**src/pfsm_params.svh**
```systemverilog
`ifndef PFSM_PARAMS_SVH
`define PFSM_PARAMS_SVH

// Field level reported while a protective field is free.
`define PFSM_FIELD_FREE 1'h1
// Field level reported while a protective field is interrupted.
`define PFSM_FIELD_BLOCKED 1'h0
// Level of an output that demands robot downtime.
`define PFSM_OUT_SAFE 1'h0
// Level of an output that permits robot motion.
`define PFSM_OUT_RUN 1'h1
// Level of a pushbutton input while it is actuated.
`define PFSM_BUTTON_ON 1'h1
// Reset value of every synchroniser stage for a field input.
`define PFSM_SYNC_FIELD_INIT 3'h0
// Unused; every button synchroniser stage resets to PFSM_BUTTON_ON, not to this value.
`define PFSM_SYNC_BUTTON_INIT 3'h0
// Reset level of a status flag that starts clear.
`define PFSM_FLAG_CLEAR 1'h0
// Reset level of a status flag that starts set.
`define PFSM_FLAG_SET 1'h1

`endif

```
**src/pfsm_pkg.sv**
```systemverilog
package pfsm_pkg;

  // Sequence monitor states.
  typedef enum logic [2:0] {
    PFSM_INIT,
    PFSM_NO_FIELD,
    PFSM_OUTER_IN,
    PFSM_BOTH_IN,
    PFSM_OUTER_OUT,
    PFSM_ERROR,
    PFSM_WAIT_RESTART
  } pfsm_state_t;

endpackage

```
**src/pfsm_sync.sv**
```systemverilog
`timescale 1ns/1ps
`include "pfsm_params.svh"

module pfsm_sync
  import pfsm_pkg::*;
#(
  parameter logic INIT = 1'h0
) (
  // Clock and reset.
  input  wire logic clk,
  input  wire logic reset,
  // Raw input and filtered level.
  input  wire logic din,
  output logic      dout
);

  typedef struct packed {
    logic [2:0] stage;
    logic       level;
  } pfsm_sync_st_t;

  pfsm_sync_st_t s_q;
  pfsm_sync_st_t s_d;

  // The first stage feeds only the second; the level moves once stages two and three agree.
  always_comb begin
    s_d = s_q;
    s_d.stage = {s_q.stage[1:0], din};
    if (s_q.stage[1] == s_q.stage[2]) begin
      s_d.level = s_q.stage[2];
    end
  end

  always_ff @(posedge clk) begin
    if (reset) begin
      s_q <= '{stage: {3{INIT}}, level: INIT};
    end else begin
      s_q <= s_d;
    end
  end

  assign dout = s_q.level;

endmodule

```
**src/pfsm_buttons.sv**
```systemverilog
`timescale 1ns/1ps
`include "pfsm_params.svh"

module pfsm_buttons
  import pfsm_pkg::*;
(
  // Clock and reset.
  input  wire logic clk,
  input  wire logic reset,
  // Filtered pushbutton levels.
  input  wire logic reset_btn,
  input  wire logic restart_btn,
  // One-cycle pulses on the press edge.
  output logic      reset_press,
  output logic      restart_press
);

  typedef struct packed {
    logic rst_prev;
    logic rs_prev;
  } pfsm_btn_st_t;

  pfsm_btn_st_t s_q;
  pfsm_btn_st_t s_d;

  always_comb begin
    s_d = s_q;
    s_d.rst_prev = reset_btn;
    s_d.rs_prev  = restart_btn;
  end

  // Previous levels start as pressed so that a button held through reset gives no edge.
  always_ff @(posedge clk) begin
    if (reset) begin
      s_q <= '{rst_prev: `PFSM_BUTTON_ON, rs_prev: `PFSM_BUTTON_ON};
    end else begin
      s_q <= s_d;
    end
  end

  assign reset_press   = (reset_btn == `PFSM_BUTTON_ON) && (s_q.rst_prev != `PFSM_BUTTON_ON);
  assign restart_press = (restart_btn == `PFSM_BUTTON_ON) && (s_q.rs_prev != `PFSM_BUTTON_ON);

endmodule

```
**src/pfsm_monitor.sv**
```systemverilog
`timescale 1ns/1ps
`include "pfsm_params.svh"

// Summary of operation
// Safety outputs drop to 0 whenever the safe state holds; 0 means robot downtime.
// An interrupted inner field enters the safe state.
// A field order outside the permitted restart sequence enters the safe state.
// An actuated emergency stop enters the safe state.
// Any controller, module or scanner fault forces the outputs to 0.
// A lost controller-to-scanner link forces the outputs to 0.
// An interrupted outer field requests reduced robot speed.
// An interrupted inner field demands a protective stop.
// Restart is permitted only while every field is free.
// The order of field interruption and freeing is tracked for restart.
// A complete approach and departure in order restarts automatically.
// After a sequence error only an operator action restarts the robot.
// The scanner reports a free field as 1 and an interrupted one as 0.
// Outer and inner fields freed in the same cycle is a sequence error.
// Inner field interrupted before the outer field is a sequence error.
// After an error the operator presses reset, then restart, before restart occurs.
// The safe state stays latched until every restart condition is met.

module pfsm_monitor
  import pfsm_pkg::*;
(
  // Clock and reset.
  input  wire logic clk,
  input  wire logic reset,
  // Scanner field states, 1 while free.
  input  wire logic outer_field,
  input  wire logic inner_field,
  // Pushbuttons, 1 while actuated.
  input  wire logic estop_btn,
  input  wire logic reset_btn,
  input  wire logic restart_btn,
  // Fault reports, 1 while present.
  input  wire logic ctrl_fault,
  input  wire logic module_fault,
  input  wire logic scanner_fault,
  input  wire logic link_lost,
  // Networked safety outputs toward the robot, 0 demands downtime, except on full_speed where 0 requests reduced speed.
  output logic      run_enable,
  output logic      full_speed,
  output logic      no_protective_stop,
  // Status outputs.
  output logic      seq_error,
  output logic      await_operator
);

  //////////////////////////////////////////////////////////////////////////////

  logic outer_s;
  logic inner_s;
  logic estop_s;
  logic reset_s;
  logic restart_s;
  logic reset_press;
  logic restart_press;

  pfsm_sync #(.INIT(`PFSM_FIELD_BLOCKED)) u_sync_outer (
    .clk   (clk),
    .reset (reset),
    .din   (outer_field),
    .dout  (outer_s)
  );

  pfsm_sync #(.INIT(`PFSM_FIELD_BLOCKED)) u_sync_inner (
    .clk   (clk),
    .reset (reset),
    .din   (inner_field),
    .dout  (inner_s)
  );

  pfsm_sync #(.INIT(`PFSM_BUTTON_ON)) u_sync_estop (
    .clk   (clk),
    .reset (reset),
    .din   (estop_btn),
    .dout  (estop_s)
  );

  pfsm_sync #(.INIT(`PFSM_BUTTON_ON)) u_sync_reset (
    .clk   (clk),
    .reset (reset),
    .din   (reset_btn),
    .dout  (reset_s)
  );

  pfsm_sync #(.INIT(`PFSM_BUTTON_ON)) u_sync_restart (
    .clk   (clk),
    .reset (reset),
    .din   (restart_btn),
    .dout  (restart_s)
  );

  pfsm_buttons u_buttons (
    .clk           (clk),
    .reset         (reset),
    .reset_btn     (reset_s),
    .restart_btn   (restart_s),
    .reset_press   (reset_press),
    .restart_press (restart_press)
  );

  //////////////////////////////////////////////////////////////////////////////

  typedef struct packed {
    pfsm_state_t state;
    logic        outer_prev;
    logic        inner_prev;
    logic        run;
    logic        speed;
    logic        no_stop;
    logic        err;
    logic        wait_op;
  } pfsm_st_t;

  pfsm_st_t s_q;
  pfsm_st_t s_d;

  logic outer_free;
  logic inner_free;
  logic fault_any;
  logic estop_on;
  logic outer_freed;
  logic inner_freed;
  logic inner_hit;
  logic outer_hit;
  logic all_free;
  logic motion_ok;

  assign outer_free  = (outer_s == `PFSM_FIELD_FREE);
  assign inner_free  = (inner_s == `PFSM_FIELD_FREE);
  assign fault_any   = ctrl_fault | module_fault | scanner_fault | link_lost;
  assign estop_on    = (estop_s == `PFSM_BUTTON_ON);
  assign outer_freed = outer_free && (s_q.outer_prev != `PFSM_FIELD_FREE);
  assign inner_freed = inner_free && (s_q.inner_prev != `PFSM_FIELD_FREE);
  assign inner_hit   = !inner_free && (s_q.inner_prev == `PFSM_FIELD_FREE);
  assign outer_hit   = !outer_free && (s_q.outer_prev == `PFSM_FIELD_FREE);
  assign all_free    = outer_free && inner_free;

  // Sequence monitor; faults and emergency stop drop to the operator path.
  always_comb begin
    s_d = s_q;
    s_d.outer_prev = outer_s;
    s_d.inner_prev = inner_s;
    case (s_q.state)
      PFSM_INIT: begin
        s_d.state = PFSM_ERROR;
      end
      PFSM_NO_FIELD: begin
        if (!inner_free) begin
          s_d.state = PFSM_ERROR;
        end else if (!outer_free) begin
          s_d.state = PFSM_OUTER_IN;
        end
      end
      PFSM_OUTER_IN: begin
        if (outer_free) begin
          s_d.state = inner_free ? PFSM_NO_FIELD : PFSM_ERROR;
        end else if (!inner_free) begin
          s_d.state = PFSM_BOTH_IN;
        end
      end
      PFSM_BOTH_IN: begin
        if (outer_freed && inner_freed) begin
          s_d.state = PFSM_ERROR;
        end else if (outer_free) begin
          s_d.state = PFSM_ERROR;
        end else if (inner_free) begin
          s_d.state = PFSM_OUTER_OUT;
        end
      end
      PFSM_OUTER_OUT: begin
        if (!inner_free) begin
          s_d.state = PFSM_BOTH_IN;
        end else if (outer_free) begin
          s_d.state = PFSM_NO_FIELD;
        end
      end
      PFSM_ERROR: begin
        if (reset_press && all_free && !estop_on && !fault_any) begin
          s_d.state = PFSM_WAIT_RESTART;
        end
      end
      PFSM_WAIT_RESTART: begin
        if (!all_free) begin
          s_d.state = PFSM_ERROR;
        end else if (restart_press) begin
          s_d.state = PFSM_NO_FIELD;
        end
      end
      default: begin
        s_d.state = PFSM_ERROR;
      end
    endcase
    if (estop_on || fault_any) begin
      s_d.state = PFSM_ERROR;
    end
    s_d.err        = (s_d.state == PFSM_ERROR);
    s_d.wait_op    = (s_d.state == PFSM_ERROR) || (s_d.state == PFSM_WAIT_RESTART);
    // Motion is allowed only before the inner field is reached; the walk-out keeps the stop.
    motion_ok      = (s_d.state == PFSM_NO_FIELD) || (s_d.state == PFSM_OUTER_IN);
    // Safe state: outputs at the downtime level; run only in a permitted state.
    if (fault_any || estop_on || s_d.wait_op) begin
      s_d.run     = `PFSM_OUT_SAFE;
      s_d.speed   = `PFSM_OUT_SAFE;
      s_d.no_stop = `PFSM_OUT_SAFE;
    end else begin
      s_d.run     = (inner_free && motion_ok) ? `PFSM_OUT_RUN : `PFSM_OUT_SAFE;
      s_d.no_stop = (inner_free && motion_ok) ? `PFSM_OUT_RUN : `PFSM_OUT_SAFE;
      s_d.speed   = outer_free ? `PFSM_OUT_RUN : `PFSM_OUT_SAFE;
    end
  end

  always_ff @(posedge clk) begin
    if (reset) begin
      s_q <= '{state:      PFSM_INIT,
               outer_prev: `PFSM_FIELD_BLOCKED,
               inner_prev: `PFSM_FIELD_BLOCKED,
               run:        `PFSM_OUT_SAFE,
               speed:      `PFSM_OUT_SAFE,
               no_stop:    `PFSM_OUT_SAFE,
               err:        `PFSM_FLAG_CLEAR,
               wait_op:    `PFSM_FLAG_SET};
    end else begin
      s_q <= s_d;
    end
  end

  assign run_enable         = s_q.run;
  assign full_speed         = s_q.speed;
  assign no_protective_stop = s_q.no_stop;
  assign seq_error          = s_q.err;
  assign await_operator     = s_q.wait_op;

  //////////////////////////////////////////////////////////////////////////////

  fault_safe_a: assert property (@(posedge clk) disable iff (reset)
    fault_any |=> (run_enable == `PFSM_OUT_SAFE && no_protective_stop == `PFSM_OUT_SAFE))
    else $error("Fault did not force outputs low.");

  link_safe_a: assert property (@(posedge clk) disable iff (reset)
    link_lost |=> !run_enable && !full_speed)
    else $error("Lost link did not force outputs low.");

  inner_stop_a: assert property (@(posedge clk) disable iff (reset)
    !inner_free |=> !no_protective_stop && !run_enable)
    else $error("Interrupted inner field did not stop the robot.");

  estop_safe_a: assert property (@(posedge clk) disable iff (reset)
    estop_on |=> !run_enable ##0 seq_error)
    else $error("Emergency stop did not enter the safe state.");

  outer_slow_a: assert property (@(posedge clk) disable iff (reset)
    !outer_free |=> !full_speed)
    else $error("Interrupted outer field did not request reduced speed.");

  run_free_a: assert property (@(posedge clk) disable iff (reset)
    $rose(run_enable) |-> $past(all_free))
    else $error("Restart while a field was interrupted.");

  early_inner_a: assert property (@(posedge clk) disable iff (reset)
    (s_q.state == PFSM_NO_FIELD && !inner_free && !estop_on && !fault_any) |=> seq_error)
    else $error("Inner field before outer field was not flagged.");

  both_freed_a: assert property (@(posedge clk) disable iff (reset)
    (s_q.state == PFSM_BOTH_IN && outer_freed && inner_freed) |=> seq_error)
    else $error("Simultaneous freeing was not flagged.");

  error_latch_a: assert property (@(posedge clk) disable iff (reset)
    (seq_error && !reset_press) |=> seq_error)
    else $error("Error state left without a reset press.");

  operator_only_a: assert property (@(posedge clk) disable iff (reset)
    (await_operator && !restart_press) |=> !run_enable)
    else $error("Restart after an error without operator action.");

  auto_restart_a: assert property (@(posedge clk) disable iff (reset)
    (s_q.state == PFSM_OUTER_OUT && all_free && !estop_on && !fault_any) |=> run_enable)
    else $error("Completed walk-out did not restart the robot.");

  inner_entry_a: assert property (@(posedge clk) disable iff (reset)
    inner_hit |=> !run_enable)
    else $error("Inner field entry did not stop the robot.");

  restart_refused_a: assert property (@(posedge clk) disable iff (reset)
    (seq_error && restart_press) |=> !run_enable)
    else $error("Restart press accepted before a reset press.");

  early_outer_a: assert property (@(posedge clk) disable iff (reset)
    (s_q.state == PFSM_BOTH_IN && outer_free) |=> seq_error)
    else $error("Outer field freed before inner field was not flagged.");

  cover_auto_restart: cover property (@(posedge clk) disable iff (reset)
    s_q.state == PFSM_OUTER_OUT ##1 s_q.state == PFSM_NO_FIELD);
  cover_manual_restart: cover property (@(posedge clk) disable iff (reset)
    s_q.state == PFSM_WAIT_RESTART ##1 s_q.state == PFSM_NO_FIELD);
  cover_seq_error: cover property (@(posedge clk) disable iff (reset)
    s_q.state == PFSM_BOTH_IN ##1 s_q.state == PFSM_ERROR);
  cover_estop: cover property (@(posedge clk) disable iff (reset)
    run_enable ##1 estop_on);
  cover_outer_entry: cover property (@(posedge clk) disable iff (reset)
    outer_hit && s_q.state == PFSM_NO_FIELD);

endmodule

```
**config.mk**
```make
export PLATFORM = sky130hd
export DESIGN_NAME = pfsm_monitor
export DESIGN_NICKNAME = d
export VERILOG_FILES = /design/src/pfsm_pkg.sv /design/src/pfsm_sync.sv /design/src/pfsm_buttons.sv /design/src/pfsm_monitor.sv
export VERILOG_INCLUDE_DIRS = /design/src
export SDC_FILE = /design/constraint.sdc
export NUM_CORES = 1
export LEC_CHECK = 0
export ABC_CLOCK_PERIOD_IN_PS = 3750
export BUFFER_PORTS_ARGS = -buffer_cell sky130_fd_sc_hd__buf_2
export CAP_MARGIN = 40
export CORE_MARGIN = 8
export CORE_UTILIZATION = 58
export DETAILED_ROUTE_END_ITERATION = 6
export PLACE_DENSITY = 0.81
export SYNTH_ARGS = -nofsm -noshare
export SYNTH_HDL_FRONTEND = slang
export SYNTH_SLANG_ARGS = --single-unit
```
**constraint.sdc**
```tcl
create_clock -name clk -period 3.75 [get_ports clk]
set_input_delay 0.75 -clock clk [delete_from_list [all_inputs] [get_ports clk]]
set_output_delay 0.75 -clock clk [all_outputs]
set_load 0.05 [all_outputs]
```
# Word level (Yosys, flattened, before mapping)
# Cells that the tools add are included.
dict set report op_classes {
  n_eq_ne 15
  muxes 17
  n_bitwise 7
  reduce_logical 17
}
# cell count
set ops {}
lappend ops {{$mux W3} 14}
lappend ops {{$pmux W3 S6} 1}
lappend ops {{$eq A3 B3 Y1 const B} 5}
lappend ops {{$logic_and A1 B1 Y1} 10}
lappend ops {{$eq A3 B2 Y1 const B} 3}
lappend ops {{$eq A3 B1 Y1 const B} 2}
lappend ops {{$eq A1 B1 Y1} 5}
lappend ops {{$logic_or A1 B1 Y1} 4}
lappend ops {{$not A1 Y1} 4}
lappend ops {{$or A1 B1 Y1} 3}
lappend ops {{$logic_not A1 Y1} 2}
lappend ops {{$mux W1} 2}
lappend ops {{$reduce_or A2 Y1} 1}
dict set report word_totals {
  register_bits 31
  wordCells 75
}

# Logic depth before layout (Yosys ltp)
dict set report depth {
  depth_word 12
  mapped_depth 6
  depth_no_buf 5
}

# Modules after synthesis
# Synthesis repeated with hierarchy kept, for this count alone.
dict set report hier_totals {
  hier_cells 112
  hier_area_um2 1133.6
}
# module n_inst cells_per_inst area_each_um2
set modules_own_cells {}
lappend modules_own_cells {pfsm_monitor 1 56 498.0}
lappend modules_own_cells {{pfsm_sync (u_sync_estop ...)} 3 10 115.1}
lappend modules_own_cells {{pfsm_sync (u_sync_inner ...)} 2 10 112.6}
lappend modules_own_cells {pfsm_buttons 1 6 65.1}

# Worst setup path before layout
# No wires, ideal clock.
dict set report synth_path {
  path_kind {in2reg}
  from {in module_fault}
  to {reg s_q (netlist bit await_operator)}
  setup_time_ps 132
  arrival_ps 1899
  setup_slack_ps 1719
  path_stages 5
  path_buffers 0
  path_cell_list {or4_4 -> a311oi_2 -> o2111ai_1 -> nor4_1 -> o21ai_1}
}
dict set report synth_between {
  elab_chain_len 10
  elab_cells_between_ends 12
  cone_classes {2 x eq/ne; 3 x mux; 3 x bitwise; 4 x reduce/logical}
}
# item line
set synth_rtl {}
lappend synth_rtl {{from (decl)} pfsm_monitor.sv:38} ;# input wire logic module_fault,
lappend synth_rtl {{$or A1 B1 Y1 (*) (3 in a row)} pfsm_monitor.sv:133} ;# assign fault_any = ctrl_fault | module_fault | scanner_fault | link_lost;
lappend synth_rtl {{$logic_not A1 Y1} pfsm_monitor.sv:181} ;# if (reset_press && all_free && !estop_on && !fault_any) begin
lappend synth_rtl {{$logic_and A1 B1 Y1} pfsm_monitor.sv:181}
lappend synth_rtl {{$mux W3} pfsm_monitor.sv:181}
lappend synth_rtl {{$pmux W3 S6} pfsm_monitor.sv:146} ;# case (s_q.state)
lappend synth_rtl {{$mux W3 (*)} pfsm_monitor.sv:196} ;# if (estop_on || fault_any) begin
lappend synth_rtl {{$eq A3 B3 Y1} pfsm_monitor.sv:200} ;# s_d.wait_op = (s_d.state == PFSM_ERROR) || (s_d.state == PFSM_WAIT_RESTART);
lappend synth_rtl {{$logic_or A1 B1 Y1 (*)} pfsm_monitor.sv:200}
lappend synth_rtl {{to (signal assigned)} pfsm_monitor.sv:217} ;# s_q <= '{state: PFSM_INIT,
lappend synth_rtl {{to (decl)} pfsm_monitor.sv:117} ;# pfsm_st_t s_q;
# Mark *: on every way between the ends. The rest lies on a longest branch, timed or not.
# A chain may end at the register's enable or synchronous reset.

# Worst setup path after layout
# Ends and elaborated chain as after synthesis.

==> run metrics <==
critical path type input port to register; #FFs+latches synth 29; worst path required time 3940 ps; Num CTS Buffers 5; first-pass GRT wire length roughly 3.2 mm; Port Buffers 15; Starting Density 0.596; # diodes 0; DR pass1 iterations 4; FF/Latch Area about 580 um^2; post-CTS sizing 0; Die Height 60.0 um; Cell Rows 16; vias in the first global route 755; mapped cell area 1120 um^2; final global-route overflow total 0; post-placement cell count 144; Max Cap Viol 0; Filler cells ~170; DR vias a little under 800; Slew headroom 0.718; Crit. End Element register; multi-input logic area 469 um^2; Post CTS Setup Buffer Count 0; Worst path slowest cell or4_4; Worst Skew 8.47 ps; critical-path cell list buf_2 > or4_4 > a311oi_2 > o2111ai_1 > nor4_1 > o21ai_1; Root Driver clkbuf_4; Skew-Pair Late Insertion Delay 320 ps; Die ar. 3600 um^2; 1st-iter DRT viols 13; DRT Wirelength approximately 1.9 mm; Worst-path clk slew ~80 ps; Largest delay share family, worst path simple AND/OR/NAND/NOR gates; Net Count, Synth between 100 and 150; routability cong. 0.927; Yosys warning total 0; Detailed Place HPWL 1.31 mm; Least-Margin Pin Slew around 420 ps; CTS tree done; Distinct cells, synth 39; Core Area 1880 um^2; Wirelength per Cell 12.3 um; GR Util All Layers 0.123; Avg Cell Area, Syn between 10 and 15 um^2; top post-synthesis cells by area dfxtp_1 52%, or2_2 6.1%, nor2b_1 3.9%, a21oi_1 2.7%, clkbuf_8 2.5%; largest net degree at the start of global routing 26; Seq/Total Area, Yosys 0.518; Pwr Total 0.527 mW; Final #Nets 135; period utilisation layout 0.500; Finished Layout Cells 151; H-tree Lvls 2; max incr delay on CP 530 ps; crit path max fanout 4; CTS sink count 29; FMAX 0.533 GHz; arrival time at the worst endpoint 2060 ps; Min-Delay Path Class register to register; Final ANT Viol Nets 0; Longest Clk Path Bufs 2; Synth area leader dfxtp_1; Area growth syn-to-layout 8.93%; Final min period 1880 ps; Die W 60.0 um; crit path buf inv count 1; Hold Fails Final Rpt 0; setup TNS after final layout 0 ps; RSZ-0062 raised after global routing false; final count of pins violating max slew 0; Residual DRC 0; I/O pin cnt 16; Setup Viol. Count Final 0; Post-Syn Instances 110; status finished clean; Synth top area share 0.518; Peak supply drop about 0.29 mV; Power Dens Cells 432 nW/um^2; share of layout cells above drive strength 1 0.323; Via density 5.23; startpoint types input port; CTS Hold Bufs 0; initial antenna violation count 0; LEAKAGE 0.492 nW
[Yosys cell counts, drive strengths merged]
master,count
nor4,3
dfxtp,29
inv,2
o211ai,1
o22a,1
clkbuf,5
nand2,4
a211oi,1
nor3,2
and3b,1
nor2b,7
o2111ai,2
nand3b,2
a311oi,2
and2b,2
and3,2
nor2,5
o32ai,1
or4,1
nand3,1
o21bai,3
or2,11
buf,3
or3,1
or3b,1
o21ai,4
o211a,1
or2b,2
and2,1
nand2b,1
a21oi,6
maj3,1
nand4b,1
[area by class of cell]
class / count / area share
repair buffers: 15 / 0.0615
inverters: 2 / 0.00615
multi-input cells: 71 / 0.384
well taps: 27 / 0.0277
flip-flops and latches: 29 / 0.475
clock buffers: 7 / 0.0451
[power by group]
part           internal, mW  leakage (nW)  switching (mW)
Sequential            0.316         0.238         0.00575
Combinational        0.0119         0.222          0.0118
Clock                0.0883        0.0314          0.0937
[kinds of logic after synthesis]
kind of cell / Yosys count / share of synthesized area
buffers and inverters: 10 / 0.0636
DFF: 29 / 0.518
adders and majority gates: 1 / 0.00893
and+or+nand+nor: 48 / 0.269
AOI/OAI and AO/OA: 22 / 0.141
[per-stage QoR]
step           instance area (um^2)  utilization  hold slack, ps  worst slack (ps)
2_1_floorplan                  1120            -             389              1720
3_3_place_gp                   1170        0.620             392              1560
3_5_place_dp                   1170        0.620             399              1540
4_1_cts                        1220        0.649             419              1880
5_1_grt                        1220        0.649             426              1770
6_report                       1220        0.649             414              1870
[state kept, by name, summed over array words and instances, names as in the netlist, 2 cells and up]
signal / cells
u_sync_reset.s_d: 2
u_sync_estop.s_d: 2
u_sync_inner.s_d: 2
u_sync_outer.s_d: 2
s_q: 3
u_buttons.s_q: 2
u_sync_restart.s_d: 2
[cell usage in the layout, fill, tap and decap left out, types with 3 or more instances in the layout]
master,count
nor2b_1,7
buf_2,15
o21bai_1,3
clkbuf_4,5
dfxtp_1,29
nand2_1,4
a21oi_1,6
or2_2,11
o21ai_0,3
nor4_1,3
nor2_1,5
[per-layer routing]
layer  up-vias  track usage  part of all wire
li1        407            -                 -
met1       353        0.125              0.44
met2        22        0.182              0.45
met3         7       0.0559             0.081
met4         0        0.122             0.028
met5         -            0                 0
[worst paths after layout]
path | startpoint | to | cells after the start | slack, ps
min | u_sync_estop.s_d[2] | u_sync_estop.s_d[3] | 1 | 410
min reg2reg | u_sync_estop.s_d[2] | u_sync_estop.s_d[3] | 1 | 410
max reg2reg | u_sync_inner.dout | await_operator | 5 | 1970
max | module_fault | await_operator | 6 | 1870
Note: power is estimated with default switching activity, not from simulation.
